### config.mk
export PLATFORM = sky130hd
export DESIGN_NAME = spcc_top
export DESIGN_NICKNAME = d
export VERILOG_FILES = /design/src/rtl/spcc_top.v
export VERILOG_INCLUDE_DIRS = /design/src /design/src/rtl
export SDC_FILE = /design/constraint.sdc
export NUM_CORES = 1
export LEC_CHECK = 0
export BUFFER_PORTS_ARGS = -buffer_cell sky130_fd_sc_hd__clkbuf_2
export CAP_MARGIN = 20
export CORE_MARGIN = 2
export CORE_UTILIZATION = 40
export DETAILED_ROUTE_END_ITERATION = 10
export GPL_ROUTABILITY_DRIVEN = 0
export PLACE_DENSITY = 0.61
export SYNTH_ARGS = -nofsm -noshare
export SYNTH_HDL_FRONTEND = slang
export SYNTH_SLANG_ARGS = --single-unit
### constraint.sdc
create_clock -name mclk_in -period 5.4 [get_ports mclk_in]
set_clock_uncertainty 0.05 [all_clocks]
set_input_delay 1.08 -clock mclk_in [delete_from_list [all_inputs] [get_ports mclk_in]]
set_output_delay 1.08 -clock mclk_in [all_outputs]
set_load 0.1 [all_outputs]
### src/rtl/spcc_consts.vh
// Constants for the serial port control and configuration block
`ifndef SPCC_CONSTS_VH
`define SPCC_CONSTS_VH
`define SPCC_OFF_CTRL    8'h00
`define SPCC_OFF_TXDATA  8'h04
`define SPCC_OFF_RXDATA  8'h08
`define SPCC_OFF_STATUS  8'h0C
`define SPCC_OFF_IRQEN   8'h10
`define SPCC_OFF_IRQCLR  8'h14
`define SPCC_OFF_AUX     8'h18
`define SPCC_CTRL_RESET  32'h0000_0000
`define SPCC_CTRL_MASK   32'h0000_BFEF
`define SPCC_BIT_ON      15
`define SPCC_BIT_IDLE_STOP    13
`define SPCC_BIT_DISSO   12
`define SPCC_BIT_W32     11
`define SPCC_BIT_W16     10
`define SPCC_BIT_SMP     9
`define SPCC_BIT_CKE     8
`define SPCC_BIT_SELECT_PIN_ENABLE    7
`define SPCC_BIT_CKP     6
`define SPCC_BIT_MST     5
`define SPCC_TXM_HI      3
`define SPCC_TXM_LO      2
`define SPCC_RXM_HI      1
`define SPCC_RXM_LO      0
`define SPCC_BIT_FRM     0
`define SPCC_EV_TX       0
`define SPCC_EV_RX       1
`define SPCC_EV_OVF      2
`define SPCC_NEV         3
`define SPCC_DEPTH       3'h4
`define SPCC_HALF_DEPTH  3'h2
`define SPCC_CLK_NS      40
`define SPCC_SCK_HALF_NS 80
`define SPCC_IM_ANY      2'h3
`define SPCC_IM_HALF     2'h2
`define SPCC_IM_ONE      2'h1
`define SPCC_IM_LAST     2'h0
`define SPCC_BITS8       6'h07
`define SPCC_BITS16      6'h0F
`define SPCC_BITS32      6'h1F
`endif

### src/rtl/spcc_top.v
// Serial port control, configuration and shift engine with APB slave
//
// Contract
// - The port works only while the enable bit 15 of the control register is 1.
// - With idle_stop set the port halts while the processor is idle.
// - With serial_out_disable set the port releases the serial data output pin.
// - Word width is 32 bits if word32_select, else 16 if word16_select, else 8.
// - A master samples input mid-period, or at period end when input_sample_phase is 1.
// - A slave ignores input_sample_phase and always samples mid-period.
// - clock_edge_select 1 changes output on active-to-idle, 0 on idle-to-active.
// - A slave uses the select pin only when select_pin_enable is 1.
// - clock_polarity 1 makes the clock idle high, 0 idle low.
// - master_select 1 makes the port master, 0 slave.
// - tx_irq_mode picks any-free, half-empty, empty or transmit-complete.
// - rx_irq_mode picks full, half-full, not-empty or last-word-read.
// - In framed mode clock_edge_select is not used.
// - Control bits 14 and 4 read as zero.
`timescale 1ns/10ps
`default_nettype none
`include "spcc_consts.vh"
module spcc_top
(
    input  wire        mclk_in,
    input  wire        reset_in,
    input  wire        psel_in,
    input  wire        penable_in,
    input  wire        pwrite_in,
    input  wire [7:0]  paddr_in,
    input  wire [31:0] pwdata_in,
    output reg  [31:0] prdata_out,
    output wire        pready_out,
    output wire        pslverr_out,
    input  wire        cpu_idle_in,
    input  wire        sck_in,
    input  wire        sdi_in,
    input  wire        select_n_in,
    output wire        sck_out,
    output wire        sck_oe_out,
    output wire        sdo_out,
    output wire        sdo_oe_out,
    output wire        irq_out
);
    localparam [31:0] HALF_CYC = `SPCC_SCK_HALF_NS / `SPCC_CLK_NS;
    localparam        ST_IDLE  = 1'b0;
    localparam        ST_RUN   = 1'b1;

    reg  [31:0] ctrl;
    reg         framed;
    reg  [2:0]  irq_stat;
    reg  [2:0]  irq_en;
    reg  [31:0] tx_mem [0:3];
    reg  [31:0] rx_mem [0:3];
    reg  [1:0]  tx_wp, tx_rp, rx_wp, rx_rp;
    reg  [2:0]  tx_cnt, rx_cnt;
    reg  [2:0]  sck_s, sdi_s, sel_s;
    reg  [31:0] sh, rx_sh;
    reg  [5:0]  bitcnt;
    reg  [3:0]  hcnt;
    reg         half, state, loaded, sampled;

    wire        setup   = psel_in & ~penable_in;
    wire        access  = psel_in & penable_in;
    wire        wr      = access & pwrite_in;
    wire        mapped  = (paddr_in[7:2] <= `SPCC_OFF_AUX >> 2) & (paddr_in[1:0] == 2'h0);
    wire        on      = ctrl[`SPCC_BIT_ON];
    wire        halted  = ctrl[`SPCC_BIT_IDLE_STOP] & cpu_idle_in;
    wire        master  = ctrl[`SPCC_BIT_MST];
    wire        cpol    = ctrl[`SPCC_BIT_CKP];
    wire        cke     = ctrl[`SPCC_BIT_CKE] & ~framed;
    wire        input_sample_phase     = ctrl[`SPCC_BIT_SMP] & master;
    wire [1:0]  txm     = ctrl[`SPCC_TXM_HI:`SPCC_TXM_LO];
    wire [1:0]  rxm     = ctrl[`SPCC_RXM_HI:`SPCC_RXM_LO];
    wire [5:0]  last    = ctrl[`SPCC_BIT_W32] ? `SPCC_BITS32 :
                          ctrl[`SPCC_BIT_W16] ? `SPCC_BITS16 : `SPCC_BITS8;
    wire        sel     = ~ctrl[`SPCC_BIT_SELECT_PIN_ENABLE] | ~sel_s[1];
    wire        slv_on  = on & ~master & sel;
    wire        lead    = (sck_s[2] == cpol) & (sck_s[1] != cpol);
    wire        trail   = (sck_s[2] != cpol) & (sck_s[1] == cpol);
    wire        smp_edg = cke ? lead : trail;
    wire        sft_edg = cke ? trail : lead;
    wire        hend    = (hcnt == HALF_CYC[3:0] - 4'h1);
    wire        tx_push = wr & (paddr_in == `SPCC_OFF_TXDATA) & (tx_cnt != `SPCC_DEPTH);
    wire        rx_pop  = access & ~pwrite_in & (paddr_in == `SPCC_OFF_RXDATA)
                          & (rx_cnt != 3'h0);
    wire        m_start = on & ~halted & master & (state == ST_IDLE) & (tx_cnt != 3'h0);
    wire        s_load  = slv_on & ~halted & ~loaded;
    wire        tx_pop  = m_start | (s_load & (tx_cnt != 3'h0));
    wire        m_done  = (state == ST_RUN) & hend & half & (bitcnt == last);
    wire        s_done  = slv_on & ~halted & loaded & smp_edg & (bitcnt == last);
    wire        rx_push = (m_done | s_done) & ~halted;
    wire        rx_full = (rx_cnt == `SPCC_DEPTH);
    reg         tx_cond, rx_cond;
    wire [2:0]  ev_set;
    wire [31:0] left_tx;

    assign pready_out  = 1'b1;
    assign pslverr_out = access & ~mapped;
    assign irq_out     = |(irq_stat & irq_en);
    assign sck_oe_out  = on & master;
    assign sck_out     = (state == ST_RUN) ? (cpol ^ (cke ? half : ~half)) : cpol;
    assign sdo_out     = sh[31];
    assign sdo_oe_out  = on & ~ctrl[`SPCC_BIT_DISSO] & (master | sel);
    assign left_tx     = ctrl[`SPCC_BIT_W32] ? tx_mem[tx_rp] :
                         ctrl[`SPCC_BIT_W16] ? {tx_mem[tx_rp][15:0], 16'h0000} :
                         {tx_mem[tx_rp][7:0], 24'h00_0000};

    always @*
    begin
        case (txm)
            `SPCC_IM_ANY:  tx_cond = (tx_cnt != `SPCC_DEPTH);
            `SPCC_IM_HALF: tx_cond = (tx_cnt <= `SPCC_HALF_DEPTH);
            `SPCC_IM_ONE:  tx_cond = (tx_cnt == 3'h0);
            default:       tx_cond = (tx_cnt == 3'h0) & (state == ST_IDLE) & ~loaded;
        endcase
        case (rxm)
            `SPCC_IM_ANY:  rx_cond = rx_full;
            `SPCC_IM_HALF: rx_cond = (rx_cnt >= `SPCC_HALF_DEPTH);
            `SPCC_IM_ONE:  rx_cond = (rx_cnt != 3'h0);
            default:       rx_cond = (rx_cnt == 3'h0);
        endcase
    end

    assign ev_set[`SPCC_EV_TX]  = on & tx_cond;
    assign ev_set[`SPCC_EV_RX]  = on & rx_cond;
    assign ev_set[`SPCC_EV_OVF] = rx_push & rx_full;

    // Sticky status, set wins over clear
    genvar g;
    generate
        for (g = 0; g < `SPCC_NEV; g = g + 1)
        begin : g_ev
            always @(posedge mclk_in or posedge reset_in)
            begin
                if (reset_in)
                    irq_stat[g] <= 1'b0;
                else if (ev_set[g])
                    irq_stat[g] <= 1'b1;
                else if (wr & (paddr_in == `SPCC_OFF_IRQCLR) & pwdata_in[g])
                    irq_stat[g] <= 1'b0;
            end
        end
    endgenerate

    // Link pins through two flops; third stage for edges
    always @(posedge mclk_in or posedge reset_in)
    begin
        if (reset_in)
        begin
            sck_s <= 3'h0;
            sdi_s <= 3'h0;
            sel_s <= 3'h7;
        end
        else
        begin
            sck_s <= {sck_s[1:0], sck_in};
            sdi_s <= {sdi_s[1:0], sdi_in};
            sel_s <= {sel_s[1:0], select_n_in};
        end
    end

    // Register file and buffers
    always @(posedge mclk_in or posedge reset_in)
    begin
        if (reset_in)
        begin
            ctrl       <= `SPCC_CTRL_RESET;
            framed     <= 1'b0;
            irq_en     <= 3'h0;
            prdata_out <= 32'h0000_0000;
            tx_wp      <= 2'h0;
            tx_rp      <= 2'h0;
            rx_wp      <= 2'h0;
            rx_rp      <= 2'h0;
            tx_cnt     <= 3'h0;
            rx_cnt     <= 3'h0;
        end
        else
        begin
            if (wr & (paddr_in == `SPCC_OFF_CTRL))
                ctrl <= pwdata_in & `SPCC_CTRL_MASK;
            if (wr & (paddr_in == `SPCC_OFF_AUX))
                framed <= pwdata_in[`SPCC_BIT_FRM];
            if (wr & (paddr_in == `SPCC_OFF_IRQEN))
                irq_en <= pwdata_in[2:0];
            if (setup)
            begin
                case (paddr_in)
                    `SPCC_OFF_CTRL:   prdata_out <= ctrl;
                    `SPCC_OFF_RXDATA: prdata_out <= rx_mem[rx_rp];
                    `SPCC_OFF_STATUS: prdata_out <= {15'h0000, state | loaded, 1'b0,
                                                     rx_cnt, 1'b0, tx_cnt, 5'h00, irq_stat};
                    `SPCC_OFF_IRQEN:  prdata_out <= {29'h0000_0000, irq_en};
                    `SPCC_OFF_AUX:    prdata_out <= {31'h0000_0000, framed};
                    default:          prdata_out <= 32'h0000_0000;
                endcase
            end
            if (tx_push)
            begin
                tx_mem[tx_wp] <= pwdata_in;
                tx_wp         <= tx_wp + 2'h1;
            end
            if (tx_pop)
                tx_rp <= tx_rp + 2'h1;
            tx_cnt <= tx_cnt + {2'h0, tx_push} - {2'h0, tx_pop};
            if (rx_push & ~rx_full)
            begin
                rx_mem[rx_wp] <= smp_edg & ~master ? {rx_sh[30:0], sdi_s[1]} :
                                 (input_sample_phase & half ? {rx_sh[30:0], sdi_s[1]} : rx_sh);
                rx_wp         <= rx_wp + 2'h1;
            end
            if (rx_pop)
                rx_rp <= rx_rp + 2'h1;
            rx_cnt <= rx_cnt + {2'h0, rx_push & ~rx_full} - {2'h0, rx_pop};
        end
    end

    // Shift engine, master and slave
    always @(posedge mclk_in or posedge reset_in)
    begin
        if (reset_in)
        begin
            state   <= ST_IDLE;
            sh      <= 32'h0000_0000;
            rx_sh   <= 32'h0000_0000;
            bitcnt  <= 6'h00;
            hcnt    <= 4'h0;
            half    <= 1'b0;
            loaded  <= 1'b0;
            sampled <= 1'b0;
        end
        else if (~on)
        begin
            state   <= ST_IDLE;
            bitcnt  <= 6'h00;
            loaded  <= 1'b0;
            sampled <= 1'b0;
        end
        else if (~halted)
        begin
            case (state)
                ST_IDLE:
                begin
                    if (m_start)
                    begin
                        state  <= ST_RUN;
                        sh     <= left_tx;
                        rx_sh  <= 32'h0000_0000;
                        bitcnt <= 6'h00;
                        hcnt   <= 4'h0;
                        half   <= 1'b0;
                    end
                    else if (~master)
                    begin
                        if (~sel)
                        begin
                            bitcnt <= 6'h00;
                            loaded <= 1'b0;
                        end
                        else if (~loaded)
                        begin
                            sh      <= (tx_cnt != 3'h0) ? left_tx : 32'h0000_0000;
                            rx_sh   <= 32'h0000_0000;
                            loaded  <= 1'b1;
                            sampled <= 1'b0;
                            bitcnt  <= 6'h00;
                        end
                        else if (smp_edg)
                        begin
                            rx_sh   <= {rx_sh[30:0], sdi_s[1]};
                            sampled <= 1'b1;
                            bitcnt  <= bitcnt + 6'h01;
                            if (bitcnt == last)
                                loaded <= 1'b0;
                        end
                        else if (sft_edg & sampled)
                        begin
                            sh      <= {sh[30:0], 1'b0};
                            sampled <= 1'b0;
                        end
                    end
                end
                default:
                begin
                    hcnt <= hend ? 4'h0 : hcnt + 4'h1;
                    if (hend)
                    begin
                        half <= ~half;
                        if (~half & ~input_sample_phase)
                            rx_sh <= {rx_sh[30:0], sdi_s[1]};
                        if (half)
                        begin
                            if (input_sample_phase)
                                rx_sh <= {rx_sh[30:0], sdi_s[1]};
                            if (bitcnt == last)
                                state <= ST_IDLE;
                            else
                            begin
                                bitcnt <= bitcnt + 6'h01;
                                sh     <= {sh[30:0], 1'b0};
                            end
                        end
                    end
                end
            endcase
        end
    end
endmodule // spcc_top
`default_nettype wire

==> impl_metrics.py <==
metrics = {
    "setup_path": {
        "cp-end-kind": "output port",
        "rr_startpoint": "ctrl[10]",
        "path_cells": "clkbuf_2 -> or4_1 -> nor2_1 -> a21oi_1 -> clkbuf_2",
        "cp-startpoint": "paddr_in[0]",
        "crit_top_cell": "clkbuf_2",
        "required_ns": 4.27,
        "timing_worst_setup_path_type": "input port to output port",
        "critPathMaxStageDelay_ns": 0.61,
        "cp.arrival_ns": 2.51,
        "start_kind": "input port",
        "critical_path.slowest_cell": "or4_1",
        "path_max_fanout": 4,
    },
    "synthesis": {
        "syn_inst": 1090,
        "syn_area_um2": 17300,
        "synth_seq_cells": 408,
        "synth_edf_count": 256,
        "syn_area_per_cell_um2": 15.8,
        "ys_warn_count": 0,
        "synth_ff_type": "edfxtp_1",
        "post_synth_num_cell_types": 73,
        "synth-seq-area-share": 0.666,
        "mappedNetlistNets": 1158,
        "ys_async_sr_fraction": 0.373,
    },
    "clocking": {
        "hold_buffers": 0,
        "cts_tree": "done",
        "root_buffer": "clkbuf_16",
        "htreeDepth": 2,
        "clkTransAtPathRegs_ns": 0.06,
        "clock_latency_ns": 0.57,
        "cts_buffer_depth": 3,
        "ctsResizeCount": 0,
        "cts.sinks": 408,
        "cts_setup_buffers": 0,
        "cts_inserted_buffers": 43,
    },
    "route": {
        "wl_um": 37700,
        "drt_iter0_markers": 653,
        "remaining_drc_errors": 0,
        "vias": 9648,
        "viasPerCell": 5.36,
        "first_pass_iters": 5,
        "drtAntennaViolNets": 0,
        "detail_route.wl_per_cell_um": 21.0,
    },
    "worst_hold_path": {
        "worstHoldPathType": "flip-flop to flip-flop",
        "min_from": "sdi_s[0]",
    },
    "run": {
        "drv_cap": 0,
    },
    "layout": {
        "layout-drive-gt1-share": 0.275,
        "areaGrowthSynthToFinish_pct": 14.5,
        "instances_no_fill": 1799,
        "nNetsFinal": 1246,
    },
    "floorplan": {
        "dieArea_um2": 44800,
        "die_y_um": 212,
        "die_w_um": 212,
        "start_util": 0.403,
        "ios": 88,
        "std_cell_rows": 76,
        "core_area_um2": 42900,
    },
    "sta": {
        "setup_tns_ns": 0,
        "setup_viol": 0,
        "grt_setup_unrepaired": "false",
        "max_freq_ghz": 0.275,
        "tightest_slew_ns": 0.971,
        "finalWorstSetupSlack_ns": 1.76,
        "finalMaxSlewViolations": 0,
        "slew_headroom": 0.353,
        "post-route-period-util": 0.674,
        "period_needed_ns": 3.64,
        "finalHoldViolCount": 0,
    },
    "grt": {
        "grt.total_usage": 0.174,
        "antenna_found_initial": 1,
        "grt_pass1_wl_um": 59000,
        "grt.overflow.total": 0,
        "grt_start_max_net_pins": 99,
        "first_global_vias": 9798,
    },
    "placement": {
        "preCtsSetupSlack_ns": 1.64,
        "port_buffers": 86,
        "place_inst": 1718,
        "hpwl_um": 23600,
    },
    "power_and_ir_drop": {
        "p_per_area_nw_per_um2": 346,
        "leakagePower_nw": 7.72,
        "ir_drop_mv": 0.316,
    },
    "run_status": {
        "status": "finished, final reports clean",
    },
}
per-stage QoR:
step / total power, mW / util / hold WS, ns / instance area [um2]
after floorplan: 3.85 / - / 0.281 / 17300
after global placement: 4.01 / 0.428 / 0.294 / 18400
after detailed placement: 4.01 / 0.428 / 0.286 / 18400
after CTS: 6.93 / 0.461 / 0.308 / 19800
after global routing: 7.09 / 0.461 / 0.312 / 19800
final: 6.85 / 0.461 / 0.301 / 19800
worst paths after layout:
kind | to | slack [ns] | cells after the start
hold / removal | sdi_s[1] | 0.30 | 0
min in group asynchronous | tx_wp[0] | 0.78 | 2
max in group asynchronous | prdata_out[23] | 3.46 | 3
setup reg to reg | rx_mem[3][16] | 1.77 | 7
setup / recovery | pslverr_out | 1.76 | 5
hold reg to reg | sdi_s[1] | 0.30 | 0
cells in the mapped netlist (3+ instances only):
cell type / n / area (um2)
and3_1: 5 / 31.3
a32oi_1: 8 / 70.1
clkbuf_1: 36 / 135
nor2b_1: 5 / 31.3
nand2_1: 124 / 465
nand3_1: 9 / 45.0
edfxtp_1: 256 / 7690
a31oi_1: 7 / 43.8
nor3b_1: 7 / 52.6
mux2_2: 35 / 394
mux2i_1: 11 / 110
a32o_1: 5 / 50.1
o21ai_0: 34 / 170
o211ai_1: 3 / 22.5
a221oi_1: 3 / 26.3
buf_4: 6 / 45.0
a21oi_1: 7 / 35.0
a22oi_1: 20 / 150
nand2b_1: 12 / 75.1
buf_2: 17 / 85.1
o21ai_1: 31 / 155
xor2_1: 4 / 35.0
mux2_1: 26 / 293
dfrtp_1: 150 / 3750
buf_6: 3 / 33.8
nor3_1: 5 / 25.0
ha_1: 17 / 213
o31ai_1: 9 / 67.6
nor2_1: 23 / 86.3
xnor2_1: 8 / 70.1
inv_1: 23 / 86.3
a22o_1: 32 / 280
mux4_2: 64 / 1440
mux2_4: 29 / 435
buf_1: 3 / 11.3
and2_1: 5 / 31.3
logic make-up after synthesis:
family / count (synthesis) / synth area share
flip-flops: 408 / 0.666
XOR/XNOR: 13 / 0.00703
multiplexers: 166 / 0.156
AND/OR/NAND/NOR: 214 / 0.0584
other: 1 / 0.000217
AO/OA/AOI/OAI: 181 / 0.0750
adder cells (fa/ha/maj): 19 / 0.0146
buffers and inverters: 88 / 0.0230
critical path, delay by kind of cell:
kind / cells / cell delay, ns
AO/OA/AOI/OAI: 1 / 0.12
AND/OR/NAND/NOR: 2 / 0.85
buffers and inverters: 2 / 0.45
report_power, final:
group | internal, mW | total, mW | switching, mW
sequential | 3.35 | 3.40 | 0.0483
combinational | 0.220 | 0.542 | 0.322
clock | 1.67 | 2.91 | 1.24
registers in the layout (all words and copies together) (netlist names), 3 cells and up:
register    cells
tx_mem        128
prdata_out     32
irq_en          3
sh             32
rx_mem        128
bitcnt          6
rx_cnt          3
ctrl           14
sck_s           3
irq_stat        3
hcnt            4
rx_sh          32
tx_cnt          3
area by class of cell:
| cell class | count | area (um2) |
|---|---|---|
| Timing Repair Buffer | 108 | 621 |
| Sequential cell | 408 | 11500 |
| Clock buffer | 57 | 1200 |
| Tap cell | 585 | 732 |
| Multi-Input combinational cell | 594 | 5420 |
| Antenna cell | 1 | 2.50 |
| Clock inverter | 23 | 213 |
| Inverter | 23 | 91.3 |
| Fill cell | 3735 | 23100 |
metal layers:
| layer | vias to the layer above | track usage | part of all wire |
|---|---|---|---|
| met3 | 57 | 0.0283 | 0.045 |
| met2 | 209 | 0.276 | 0.48 |
| met1 | 5025 | 0.247 | 0.45 |
| li1 | 4357 | - | - |
| met5 | - | 0 | 0 |
| met4 | 0 | 0.0554 | 0.025 |
placed cells by master, fill, tap and decap left out, types with 20 or more instances in the layout:
cell         n
a22o_1      32
a22oi_1     20
buf_4       20
clkbuf_16   43
clkbuf_2    86
dfrtp_1    147
edfxtp_1   256
inv_1       22
mux2_1      26
mux2_2      35
mux2_4      29
mux4_2      64
nand2_1    124
nor2_1      22
o21ai_0     34
o21ai_1     31
Power figures use the tool's default switching activity.
